[config.mk]
export PLATFORM = sky130hd
export DESIGN_NAME = adc_trigger_result_regs
export DESIGN_NICKNAME = d
export VERILOG_FILES = /design/src/logic/adc_regs_pkg.sv /design/src/logic/trigger_if.sv /design/src/logic/trigger_edge_unit.sv /design/src/logic/adc_trigger_result_regs.sv
export SDC_FILE = /design/constraint.sdc
export NUM_CORES = 1
export LEC_CHECK = 0
export BUFFER_PORTS_ARGS = -buffer_cell sky130_fd_sc_hd__buf_2
export CORE_MARGIN = 2
export CORE_UTILIZATION = 30
export CTS_CLUSTER_SIZE = 24
export DETAILED_ROUTE_END_ITERATION = 16
export HOLD_SLACK_MARGIN = 0.12
export PLACE_DENSITY = 0.63
export REMOVE_ABC_BUFFERS = 1
export SYNTH_ARGS = -nofsm -noshare
export SYNTH_HDL_FRONTEND = slang
export SYNTH_SLANG_ARGS = --single-unit
export TNS_END_PERCENT = 100
[constraint.sdc]
create_clock -name mclk -period 3.7 [get_ports mclk]
set_input_delay 0.37 -clock mclk [delete_from_list [all_inputs] [get_ports mclk]]
set_output_delay 0.37 -clock mclk [all_outputs]
set_load 0.01 [all_outputs]
[src/logic/adc_regs_pkg.sv]
// package: register map, field layout, reset values and encodings of the converter registers
`default_nettype none
package adc_regs_pkg;

  // apb geometry: printed offsets are register indices, byte address is four times the index
  localparam int ADDR_W = 12;
  localparam int DATA_W = 32;
  localparam int IDX_W = 10;

  // register indices
  localparam logic [IDX_W-1:0] IDX_RESULT_LOW = 10'h078;
  localparam logic [IDX_W-1:0] IDX_RESULT_HIGH = 10'h079;
  localparam logic [IDX_W-1:0] IDX_CONTROL_A = 10'h07a;
  localparam logic [IDX_W-1:0] IDX_CONTROL_B = 10'h07b;
  localparam logic [IDX_W-1:0] IDX_MUX_SELECT = 10'h07c;
  localparam logic [IDX_W-1:0] IDX_INPUT_DISABLE = 10'h07e;

  // field widths
  localparam int RESULT_W = 10;
  localparam int CHANNEL_W = 4;
  localparam int SOURCE_W = 3;
  localparam int PIN_W = 6;
  localparam int FLAG_W = 8;

  // field positions
  localparam int CTRL_A_ENABLE_BIT = 7;
  localparam int CTRL_A_START_BIT = 6;
  localparam int CTRL_A_AUTO_BIT = 5;
  localparam int MUX_LEFT_ADJUST_BIT = 5;
  localparam int MUX_CHANNEL_LSB = 0;
  localparam int CTRL_B_SOURCE_LSB = 0;
  localparam int DISABLE_LSB = 0;

  // reset values
  localparam logic [RESULT_W-1:0] RESULT_RESET = 10'h000;
  localparam logic [CHANNEL_W-1:0] CHANNEL_RESET = 4'h0;
  localparam logic [SOURCE_W-1:0] SOURCE_RESET = 3'h0;
  localparam logic [PIN_W-1:0] DISABLE_RESET = 6'h00;
  localparam logic [PIN_W-1:0] PIN_RESET = 6'h00;
  localparam logic [DATA_W-1:0] PRDATA_RESET = 32'h0000_0000;

  // auto trigger sources, index into the flag vector
  typedef enum logic [SOURCE_W-1:0] {
    SRC_FREE_RUNNING = 3'h0,
    SRC_ANALOG_COMPARATOR = 3'h1,
    SRC_EXT_INTERRUPT_0 = 3'h2,
    SRC_TIMER0_COMPARE_A = 3'h3,
    SRC_TIMER0_OVERFLOW = 3'h4,
    SRC_TIMER1_COMPARE_B = 3'h5,
    SRC_TIMER1_OVERFLOW = 3'h6,
    SRC_TIMER1_CAPTURE = 3'h7
  } trigger_source_t;

  // result pair lock after a low byte read
  typedef enum logic [1:0] {
    PAIR_OPEN = 2'b01,
    PAIR_FROZEN = 2'b10
  } freeze_state_t;

endpackage
`default_nettype wire

[src/logic/trigger_if.sv]
// interface: trigger flags, source selection and edge pulse between control and edge unit
`timescale 1ns/1ps
`default_nettype none
interface trigger_if;
  import adc_regs_pkg::*;
  logic [FLAG_W-1:0] flags;
  logic [SOURCE_W-1:0] source;
  logic edge_pulse;
  modport unit (input flags, input source, output edge_pulse);
  modport ctrl (output flags, output source, input edge_pulse);
endinterface
`default_nettype wire

[src/logic/trigger_edge_unit.sv]
// module: rising edge detector on the selected trigger flag
`timescale 1ns/1ps
`default_nettype none
module trigger_edge_unit
  import adc_regs_pkg::*;
(
  input wire logic mclk,
  input wire logic nrst,
  input wire logic ce,
  trigger_if.unit tif
);

  logic level;
  logic prev_level_reg;
  logic prev_level_next;
  logic [SOURCE_W-1:0] prev_source_reg;
  logic [SOURCE_W-1:0] prev_source_next;
  logic to_free_running;

  // selected flag; a switch of source compares against the old source's level
  assign level = tif.flags[tif.source];
  assign to_free_running = (tif.source == SRC_FREE_RUNNING) && (prev_source_reg != tif.source);
  assign tif.edge_pulse = level && !prev_level_reg && !to_free_running;

  // next state: remember level and source of this cycle
  always_comb begin
    prev_level_next = level;
    prev_source_next = tif.source;
  end

  // registers, frozen while the clock enable is low
  always_ff @(posedge mclk or negedge nrst) begin
    if (!nrst) begin
      prev_level_reg <= 1'b0;
      prev_source_reg <= SOURCE_RESET;
    end else if (ce) begin
      prev_level_reg <= prev_level_next;
      prev_source_reg <= prev_source_next;
    end
  end

endmodule // trigger_edge_unit
`default_nettype wire

[src/logic/adc_trigger_result_regs.sv]
// module: converter result registers, auto trigger selection and pin input disable over apb
//
// What this block does
// - a finished conversion loads the result pair unless the pair is frozen or a low byte read is in flight
// - low byte read freezes pair until high read
// - left adjust: high bits 9:2, low 1:0 on top
// - left adjust resets cleared, right adjusted default
// - source select acts only with auto trigger
// - rising edge of selected flag triggers conversion
// - switching from a cleared to a set source is an edge
// - switching to free running never triggers
// - fixed encoding of the eight trigger sources
// - disable bits switch off pin input buffers
// - disabled pins read zero in pin register
// - channels 7 and 6 have no disable bits
`timescale 1ns/1ps
`default_nettype none
module adc_trigger_result_regs
  import adc_regs_pkg::*;
(
  input wire logic mclk,
  input wire logic nrst,
  input wire logic ce,
  input wire logic psel,
  input wire logic penable,
  input wire logic pwrite,
  input wire logic [ADDR_W-1:0] paddr,
  input wire logic [DATA_W-1:0] pwdata,
  input wire logic [3:0] pstrb,
  output logic [DATA_W-1:0] prdata,
  output logic pready,
  output logic pslverr,
  input wire logic conv_done,
  input wire logic [RESULT_W-1:0] conversion_result,
  input wire logic [FLAG_W-1:0] trigger_flags,
  input wire logic [PIN_W-1:0] pin_raw,
  output logic [PIN_W-1:0] pin_value,
  output logic [PIN_W-1:0] buffer_disable,
  output logic start_conversion,
  output logic converter_enable,
  output logic [CHANNEL_W-1:0] channel_select_bits
);


  // apb decode

  logic [IDX_W-1:0] idx;
  logic setup_phase;
  logic access_phase;
  logic wr_take;
  logic rd_take;
  logic hit_low;
  logic hit_high;
  logic hit_ctrl_a;
  logic hit_ctrl_b;
  logic hit_mux;
  logic hit_disable;
  logic mapped;
  logic byte0_we;

  // byte lanes above the first are ignored: every register is eight bits wide
  assign idx = paddr[ADDR_W-1:2];
  assign setup_phase = psel && !penable;
  assign access_phase = psel && penable;
  assign hit_low = (idx == IDX_RESULT_LOW);
  assign hit_high = (idx == IDX_RESULT_HIGH);
  assign hit_ctrl_a = (idx == IDX_CONTROL_A);
  assign hit_ctrl_b = (idx == IDX_CONTROL_B);
  assign hit_mux = (idx == IDX_MUX_SELECT);
  assign hit_disable = (idx == IDX_INPUT_DISABLE);
  assign mapped = hit_low || hit_high || hit_ctrl_a || hit_ctrl_b || hit_mux || hit_disable;

  // zero wait state slave; unmapped addresses answer with an error in the access phase
  assign pready = 1'b1;
  assign pslverr = access_phase && !mapped;
  assign wr_take = access_phase && pwrite && mapped && ce;
  assign rd_take = access_phase && !pwrite && mapped && ce;
  assign byte0_we = wr_take && pstrb[0];


  // control registers

  logic enable_reg;
  logic enable_next;
  logic auto_reg;
  logic auto_next;
  logic left_adjust_reg;
  logic left_adjust_next;
  logic [CHANNEL_W-1:0] channel_reg;
  logic [CHANNEL_W-1:0] channel_next;
  logic [SOURCE_W-1:0] source_reg;
  logic [SOURCE_W-1:0] source_next;
  logic [PIN_W-1:0] disable_reg;
  logic [PIN_W-1:0] disable_next;
  logic sw_start;

  // next values of the software fields; reserved bits are never stored so they read zero
  always_comb begin
    enable_next = enable_reg;
    auto_next = auto_reg;
    left_adjust_next = left_adjust_reg;
    channel_next = channel_reg;
    source_next = source_reg;
    disable_next = disable_reg;
    sw_start = 1'b0;
    if (byte0_we && hit_ctrl_a) begin
      enable_next = pwdata[CTRL_A_ENABLE_BIT];
      auto_next = pwdata[CTRL_A_AUTO_BIT];
      sw_start = pwdata[CTRL_A_START_BIT];
    end
    if (byte0_we && hit_mux) begin
      left_adjust_next = pwdata[MUX_LEFT_ADJUST_BIT];
      channel_next = pwdata[MUX_CHANNEL_LSB +: CHANNEL_W];
    end
    if (byte0_we && hit_ctrl_b) begin
      source_next = pwdata[CTRL_B_SOURCE_LSB +: SOURCE_W];
    end
    if (byte0_we && hit_disable) begin
      disable_next = pwdata[DISABLE_LSB +: PIN_W];
    end
  end

  // control registers; left adjust clears at reset so results start right adjusted
  always_ff @(posedge mclk or negedge nrst) begin
    if (!nrst) begin
      enable_reg <= 1'b0;
      auto_reg <= 1'b0;
      left_adjust_reg <= 1'b0;
      channel_reg <= CHANNEL_RESET;
      source_reg <= SOURCE_RESET;
      disable_reg <= DISABLE_RESET;
    end else if (ce) begin
      enable_reg <= enable_next;
      auto_reg <= auto_next;
      left_adjust_reg <= left_adjust_next;
      channel_reg <= channel_next;
      source_reg <= source_next;
      disable_reg <= disable_next;
    end
  end

  assign converter_enable = enable_reg;
  assign channel_select_bits = channel_reg;
  assign buffer_disable = disable_reg;


  // auto trigger

  trigger_if tif ();
  logic start_reg;
  logic start_next;

  assign tif.flags = trigger_flags;
  assign tif.source = source_reg;

  trigger_edge_unit u_edge (
    .mclk(mclk),
    .nrst(nrst),
    .ce(ce),
    .tif(tif)
  );

  // the edge unit runs even with auto trigger off, so enabling it does not fire on a stale edge
  always_comb begin
    start_next = 1'b0;
    if (enable_reg && auto_reg && tif.edge_pulse) begin
      start_next = 1'b1;
    end
    if (enable_next && sw_start) begin
      start_next = 1'b1;
    end
  end

  // start request as a one cycle pulse toward the analog core
  always_ff @(posedge mclk or negedge nrst) begin
    if (!nrst) begin
      start_reg <= 1'b0;
    end else if (ce) begin
      start_reg <= start_next;
    end
  end

  assign start_conversion = start_reg;


  // result pair and its freeze

  freeze_state_t pair_reg;
  freeze_state_t pair_next;
  logic [RESULT_W-1:0] result_reg;
  logic [RESULT_W-1:0] result_next;
  logic low_read_pending;
  logic load_block;

  // a low byte read in flight also blocks loading, so the read data and the frozen pair agree
  assign low_read_pending = psel && !pwrite && hit_low;

  // freeze state: low byte read closes the pair, high byte read opens it again
  always_comb begin
    pair_next = pair_reg;
    unique case (pair_reg)
      PAIR_OPEN: begin
        if (rd_take && hit_low) begin
          pair_next = PAIR_FROZEN;
        end
      end
      PAIR_FROZEN: begin
        if (rd_take && hit_high) begin
          pair_next = PAIR_OPEN;
        end
      end
      default: begin
        pair_next = PAIR_OPEN;
      end
    endcase
  end

  assign load_block = (pair_reg == PAIR_FROZEN) || low_read_pending;

  // result store; a result that finishes while frozen is dropped
  always_comb begin
    result_next = result_reg;
    if (conv_done && !load_block) begin
      result_next = conversion_result;
    end
  end

  // freeze state and stored result
  always_ff @(posedge mclk or negedge nrst) begin
    if (!nrst) begin
      pair_reg <= PAIR_OPEN;
      result_reg <= RESULT_RESET;
    end else if (ce) begin
      pair_reg <= pair_next;
      result_reg <= result_next;
    end
  end


  // read data

  logic [7:0] low_view;
  logic [7:0] high_view;
  logic [7:0] rd_byte;
  logic [DATA_W-1:0] prdata_reg;
  logic [DATA_W-1:0] prdata_next;

  // adjusted views of the stored result; unused bits read zero
  always_comb begin
    if (left_adjust_reg) begin
      high_view = result_reg[9:2];
      low_view = {result_reg[1:0], 6'h00};
    end else begin
      high_view = {6'h00, result_reg[9:8]};
      low_view = result_reg[7:0];
    end
  end

  // read multiplexer; the start bit reads back zero
  always_comb begin
    rd_byte = 8'h00;
    if (hit_low) begin
      rd_byte = low_view;
    end else if (hit_high) begin
      rd_byte = high_view;
    end else if (hit_ctrl_a) begin
      rd_byte[CTRL_A_ENABLE_BIT] = enable_reg;
      rd_byte[CTRL_A_AUTO_BIT] = auto_reg;
    end else if (hit_ctrl_b) begin
      rd_byte[CTRL_B_SOURCE_LSB +: SOURCE_W] = source_reg;
    end else if (hit_mux) begin
      rd_byte[MUX_LEFT_ADJUST_BIT] = left_adjust_reg;
      rd_byte[MUX_CHANNEL_LSB +: CHANNEL_W] = channel_reg;
    end else if (hit_disable) begin
      rd_byte[DISABLE_LSB +: PIN_W] = disable_reg;
    end
  end

  // read data is captured in the setup phase and held through the access phase
  always_comb begin
    prdata_next = prdata_reg;
    if (setup_phase && !pwrite) begin
      prdata_next = {24'h00_0000, rd_byte};
    end
  end

  always_ff @(posedge mclk or negedge nrst) begin
    if (!nrst) begin
      prdata_reg <= PRDATA_RESET;
    end else if (ce) begin
      prdata_reg <= prdata_next;
    end
  end

  assign prdata = prdata_reg;


  // digital pin inputs

  logic [PIN_W-1:0] pin_reg;
  logic [PIN_W-1:0] pin_next;

  // a disabled buffer reads zero, so a floating analog level never reaches the port logic
  always_comb begin
    pin_next = pin_raw & ~disable_reg;
  end

  always_ff @(posedge mclk or negedge nrst) begin
    if (!nrst) begin
      pin_reg <= PIN_RESET;
    end else if (ce) begin
      pin_reg <= pin_next;
    end
  end

  assign pin_value = pin_reg;

endmodule // adc_trigger_result_regs
`default_nettype wire

## After elaboration in Yosys (flattened, before gate mapping)

Cells that the tools add are included.

- Flip-flop bits (word level): 47
- Input port bits: 79
- Logic and storage cells: 97

- Magnitude comparators: 1
- Equal/unequal tests: 11
- Muxes and demuxes: 24
- Bitwise operators: 2
- Reduce and logical (&&, ||, !) cells: 46

Operator list:

| cell | count |
|---|---|
| == test 10 x 7 -> 1 bit, second input constant | 6 |
| logical AND 1 bit | 26 |
| 2-to-1 mux 8 bit | 3 |
| 2-to-1 mux 6 bit | 2 |
| AND reduction 2 bit | 6 |
| 2-to-1 mux 1 bit | 11 |
| bitwise AND 6 bit | 1 |
| logical NOT 1 bit | 6 |
| logical OR 1 bit | 6 |
| 2-to-1 mux 3 bit | 2 |
| NOT 6 bit | 1 |
| 2-to-1 mux 5 bit | 1 |
| < comparator 3 x 4 -> 1 bit, second input constant | 1 |
| 2-to-1 mux 2 bit | 2 |
| 2-to-1 mux 4 bit | 1 |
| inequality test 2 bit, second input constant | 2 |
| case mux 2 bit (2 select lines) | 1 |
| binary-select mux 1 bit (select 3 bit) | 1 |
| logical NOT 3 bit | 1 |
| inequality test 3 bit | 1 |
| AND reduction 3 bit | 1 |
| == test 2 x 1 -> 1 bit, second input constant | 1 |
| == test 2 bit, second input constant | 1 |

## Longest topological paths before layout

- Depth after elaboration: 13
- Mapped depth: 6

## Cells and area by module

Synthesis repeated with hierarchy kept, for this count alone.

- Cells, all modules: 240
- Area total of the unflattened synthesis: 2615.0 sq um

By module, submodules not included:

| module | times used | cells an instance | area each (sq um) |
|---|---|---|---|
| adc_trigger_result_regs | 1 | 218 | 2369.8 |
| trigger_edge_unit | 1 | 22 | 245.2 |

## Least setup slack after synthesis

OpenSTA, ideal clock, no wires.

- Kind: input to register
- Start: input paddr[4]
- End: register result_reg[0]
- Setup time: 125 ps
- Arrival: 1693 ps
- Required time: 3575 ps
- Path slack: 1882 ps
- Cell stages on the path: 6
- Path buffers: 2
- Cells stage by stage: buf_6 > or3_4 > buf_6 > nor4_4 > a21oi_4 > mux2_2

- Longest elaborated chain between the ends: 6

Ends and longest elaborated chain:

| item | line | RTL |
|---|---|---|
| start, declared | adc_trigger_result_regs.sv:27 | `input wire logic [ADDR_W-1:0] paddr,` |
| == test 10 x 7 -> 1 bit | adc_trigger_result_regs.sv:65 | `assign hit_low = (idx == IDX_RESULT_LOW);` |
| logical AND 1 bit | adc_trigger_result_regs.sv:196 | `assign low_read_pending = psel && !pwrite && hit_low;` |
| logical OR 1 bit | adc_trigger_result_regs.sv:218 | `assign load_block = (pair_reg == PAIR_FROZEN) \|\| low_read_pending;` |
| logical NOT 1 bit | adc_trigger_result_regs.sv:223 | `if (conv_done && !load_block) begin` |
| logical AND 1 bit | adc_trigger_result_regs.sv:223 |  |
| AND reduction 2 bit (no line) | n/a |  |
| end signal, assigned | adc_trigger_result_regs.sv:235 | `result_reg <= result_next;` |
| end, declared | adc_trigger_result_regs.sv:190 | `logic [RESULT_W-1:0] result_reg;` |

No other way between the ends.
A chain may end at the register's enable or synchronous reset.

## Worst setup path after layout

- Start: input paddr[7]
- End: register disable_reg[2] (netlist: buffer_disable[2])

- Longest elaborated chain between the ends: 11
- Elaborated cells on any way between the ends: 16
- Classes of those cells: 6 x eq/ne; 10 x reduce/logical

Ends and longest elaborated chain:

| item | line | RTL |
|---|---|---|
| == test 10 x 7 -> 1 bit (on tied branches) | adc_trigger_result_regs.sv:65, adc_trigger_result_regs.sv:66 |  |
| logical OR 1 bit (5 in series) | adc_trigger_result_regs.sv:71 | `assign mapped = hit_low \|\| hit_high \|\| hit_ctrl_a \|\| hit_ctrl_b \|\| hit_mux \|\| hit_disable;` |
| logical AND 1 bit (2 in series) | adc_trigger_result_regs.sv:76 | `assign wr_take = access_phase && pwrite && mapped && ce;` |
| logical AND 1 bit | adc_trigger_result_regs.sv:78 | `assign byte0_we = wr_take && pstrb[0];` |
| logical AND 1 bit (*) | adc_trigger_result_regs.sv:118 | `if (byte0_we && hit_disable) begin` |
| AND reduction 2 bit (no line) (*) | n/a |  |
| end signal, assigned | adc_trigger_result_regs.sv:138 | `disable_reg <= disable_next;` |
| end, declared | adc_trigger_result_regs.sv:93 | `logic [PIN_W-1:0] disable_reg;` |

Mark *: on every way between the ends. The rest lies on a longest branch, timed or not.

==> flow_metrics.py <==
metrics = {
    "floorplan": {
        "ios": 131,
        "start_util_pct": 30.7,
        "coreArea_um2": 8680,
        "die_area_um2": 9650,
        "die_w_um": 98.3,
        "chipHeight_um": 98.3,
        "rows": 34,
    },
    "clock_network": {
        "cts_setup_buffers": 0,
        "holdBufCountCts": 0,
        "clk_pin_slew_ps": 100,
        "cts.sinks": 47,
        "cts_tree": "done",
        "htreeDepth": 2,
        "cts_resized": 0,
        "clockBufferDepth": 2,
        "numCtsBuffers": 5,
        "cts-root-buf": "clkbuf_8",
        "insertion_delay_ps": 310,
    },
    "sta": {
        "grt_setup_unrepaired": "false",
        "final.setup.worst_slack_ps": 1850,
        "fin_skew_ps": 16.2,
        "drv_slew": 0,
        "finalCriticalPeriod_ps": 1850,
        "setup_viol": 0,
        "worst_pin_slew_ps": 1050,
        "max_slew_margin_pct": 30.0,
        "hold_viol": 0,
        "fin_crit_sh_pct": 50.1,
        "fmax_mhz": 540,
        "fin_setup_tns_ps": 0,
    },
    "power_and_ir_drop": {
        "irDropWorstVdd_mv": 0.120,
        "combPwrFrac_pct": 15.8,
        "power.share.clock_pct": 30.7,
        "p_leak_nw": 1.50,
        "intPower_uw": 762,
        "p_sw_uw": 310,
        "netSwitchingFraction_pct": 28.9,
        "p_total_mw": 1.07,
        "power_density_nw_per_um2": 345,
        "power_frac_seq_pct": 53.5,
    },
    "worst_setup_path": {
        "cp_slowest_stage_delay_ps": 480,
        "regToRegEndpoint": "prdata[5]$_DFFE_PN0P_",
        "slowest_stage": "nor3b_1",
        "worstPathRequired_ps": 3890,
        "crit_path_end_kind": "register",
        "rr_worst_depth": 4,
        "crit_start": "paddr[7]",
        "r2r-start": "left_adjust_reg$_DFFE_PN0P_",
        "start_kind": "primary input",
        "worst-path-buf-inv": 1,
        "critPathTopFamily": "simple AND/OR/NAND/NOR gates",
        "reg2reg_slack_ps": 2080,
        "cp.arrival_ps": 2050,
        "crit_type": "primary input to register",
        "crit_chain": "buf_2 -> nand4_1 -> nor3b_1 -> nand3_1 -> mux2_2",
        "cp_max_fo": 7,
    },
    "synth": {
        "ys_types": 49,
        "synth_edf_count": 0,
        "synthesis.area_um2": 2670,
        "avgSynthCellArea_um2": 10.9,
        "ys_seq_area_share_pct": 44.2,
        "async_reset_ff_share_pct": 100,
        "ys_seq_elements": 47,
        "syn_inst": 244,
        "synth_flop_cell": "dfrtp_1",
        "ys_warn_count": 0,
    },
    "outcome": {
        "status": "completed",
    },
    "route": {
        "routedWlPerCell_um": 14.7,
        "num_vias": 2073,
        "routed_via_density": 4.88,
        "drt_wl_total_um": 6260,
        "remaining_drc_errors": 0,
        "drt_pass1_iterations": 4,
        "final_antenna_net_count": 0,
        "drt-initial-drc-count": 96,
    },
    "placement": {
        "portBuffers": 76,
        "post_dp_cell_area_um2": 3020,
        "pre_cts_ws_ps": 1520,
        "hpwlAfterDp_um": 4850,
        "gp_congestion": 0.853,
    },
    "cells_and_area": {
        "postLayoutCoreUtil_pct": 35.9,
        "final_common_cell": "buf_2",
        "largest_reg_flops": 10,
        "layout_common_cells": "76 x buf_2, 46 x dfrtp_1, 33 x mux2_2",
        "layout-drive-gt1-share_pct": 42.0,
        "diodes": 0,
        "fin_nets": 395,
        "syn_to_final_growth_pct": 16.8,
        "final_area_um2": 3110,
    },
    "flow_run": {
        "max_cap_viol_count": 0,
    },
    "global_route": {
        "antenna_found_initial": 0,
        "grt_use_total_pct": 13.3,
        "grt_pass1_wl_um": 10100,
        "grt_start_max_net_pins": 48,
        "grt_pass1_vias": 1963,
        "grt_overflow_total": 0,
    },
    "hold_path": {
        "min_path_type": "primary input to asynchronous set/reset pin",
    },
}
[synth_stat cells, drive strengths merged (5+ instances only)]
| cell | instances | area share, % |
|---|---|---|
| dfrtp | 46 | 43 |
| mux2 | 33 | 14 |
| buf | 27 | 7.9 |
| nor2 | 14 | 2.0 |
| nand3 | 13 | 2.4 |
| a21oi | 10 | 2.3 |
| nand3b | 10 | 2.8 |
| inv | 9 | 1.3 |
| o21ai | 9 | 1.7 |
| clkbuf | 7 | 1.4 |
| mux2i | 7 | 2.6 |
| nand2 | 6 | 0.85 |
| nor4 | 6 | 2.5 |
| and3 | 5 | 1.3 |
[cells by family (layout without fill, tap and decap cells)]
group                  Yosys count  count (layout)  share of synthesized area (%)
AO/OA/AOI/OAI                   38              38                           9.72
other                            2              25                          0.282
multiplexers                    42              42                           18.3
AND/OR/NAND/NOR                 72              72                           17.0
flip-flops                      47              47                           44.2
buffers and inverters           43              93                           10.5
[power groups by stage]
stage | clock network (mW) | registers (mW) | logic [mW]
after global placement | 0 | 0.584 | 0.168
after CTS | 0.339 | 0.575 | 0.172
after global routing | 0.358 | 0.580 | 0.189
final | 0.329 | 0.574 | 0.169
after detailed placement | 0 | 0.585 | 0.171
after floorplan | 0 | 0.589 | 0.0780
[metal layers]
layer	up-vias	global-route usage (%)	part of all wire (%)
met1	990	18.3	46
met4	0	4.43	0.99
li1	995	-	-
met2	86	21.3	47
met3	2	2.58	6.3
met5	-	0	0
[through the flow]
| step | cells | hold WS (ps) |
|---|---|---|
| 2_1_floorplan | 233 | 74.4 |
| 3_3_place_gp | 417 | 469 |
| 3_5_place_dp | 417 | 472 |
| 4_1_cts | 425 | 274 |
| 5_1_grt | 425 | 280 |
| 6_report | 425 | 246 |
[worst max path at each step]
stage / endpoint / slack [ps] / depth (start not counted)
6_report: buffer_disable[2]$_DFFE_PN0P_ / 1850 / 5
5_1_grt: buffer_disable[1]$_DFFE_PN0P_ / 1800 / 5
4_1_cts: buffer_disable[5]$_DFFE_PN0P_ / 1850 / 5
3_5_place_dp: buffer_disable[5]$_DFFE_PN0P_ / 1520 / 5
3_3_place_gp: buffer_disable[5]$_DFFE_PN0P_ / 1500 / 5
2_1_floorplan: buffer_disable[0]$_DFFE_PN0P_ / 1990 / 4
[area by class of cell]
| cell class | count | area, um2 |
|---|---|---|
| multi-input cells | 177 | 1290 |
| fillers | 911 | 5570 |
| clock buffers | 5 | 68.8 |
| clock inverters | 3 | 22.5 |
| repair buffers | 76 | 380 |
| flip-flops and latches | 47 | 1180 |
| inverters | 9 | 33.8 |
| well taps | 108 | 135 |
Note: power is estimated with default switching activity, not from simulation.
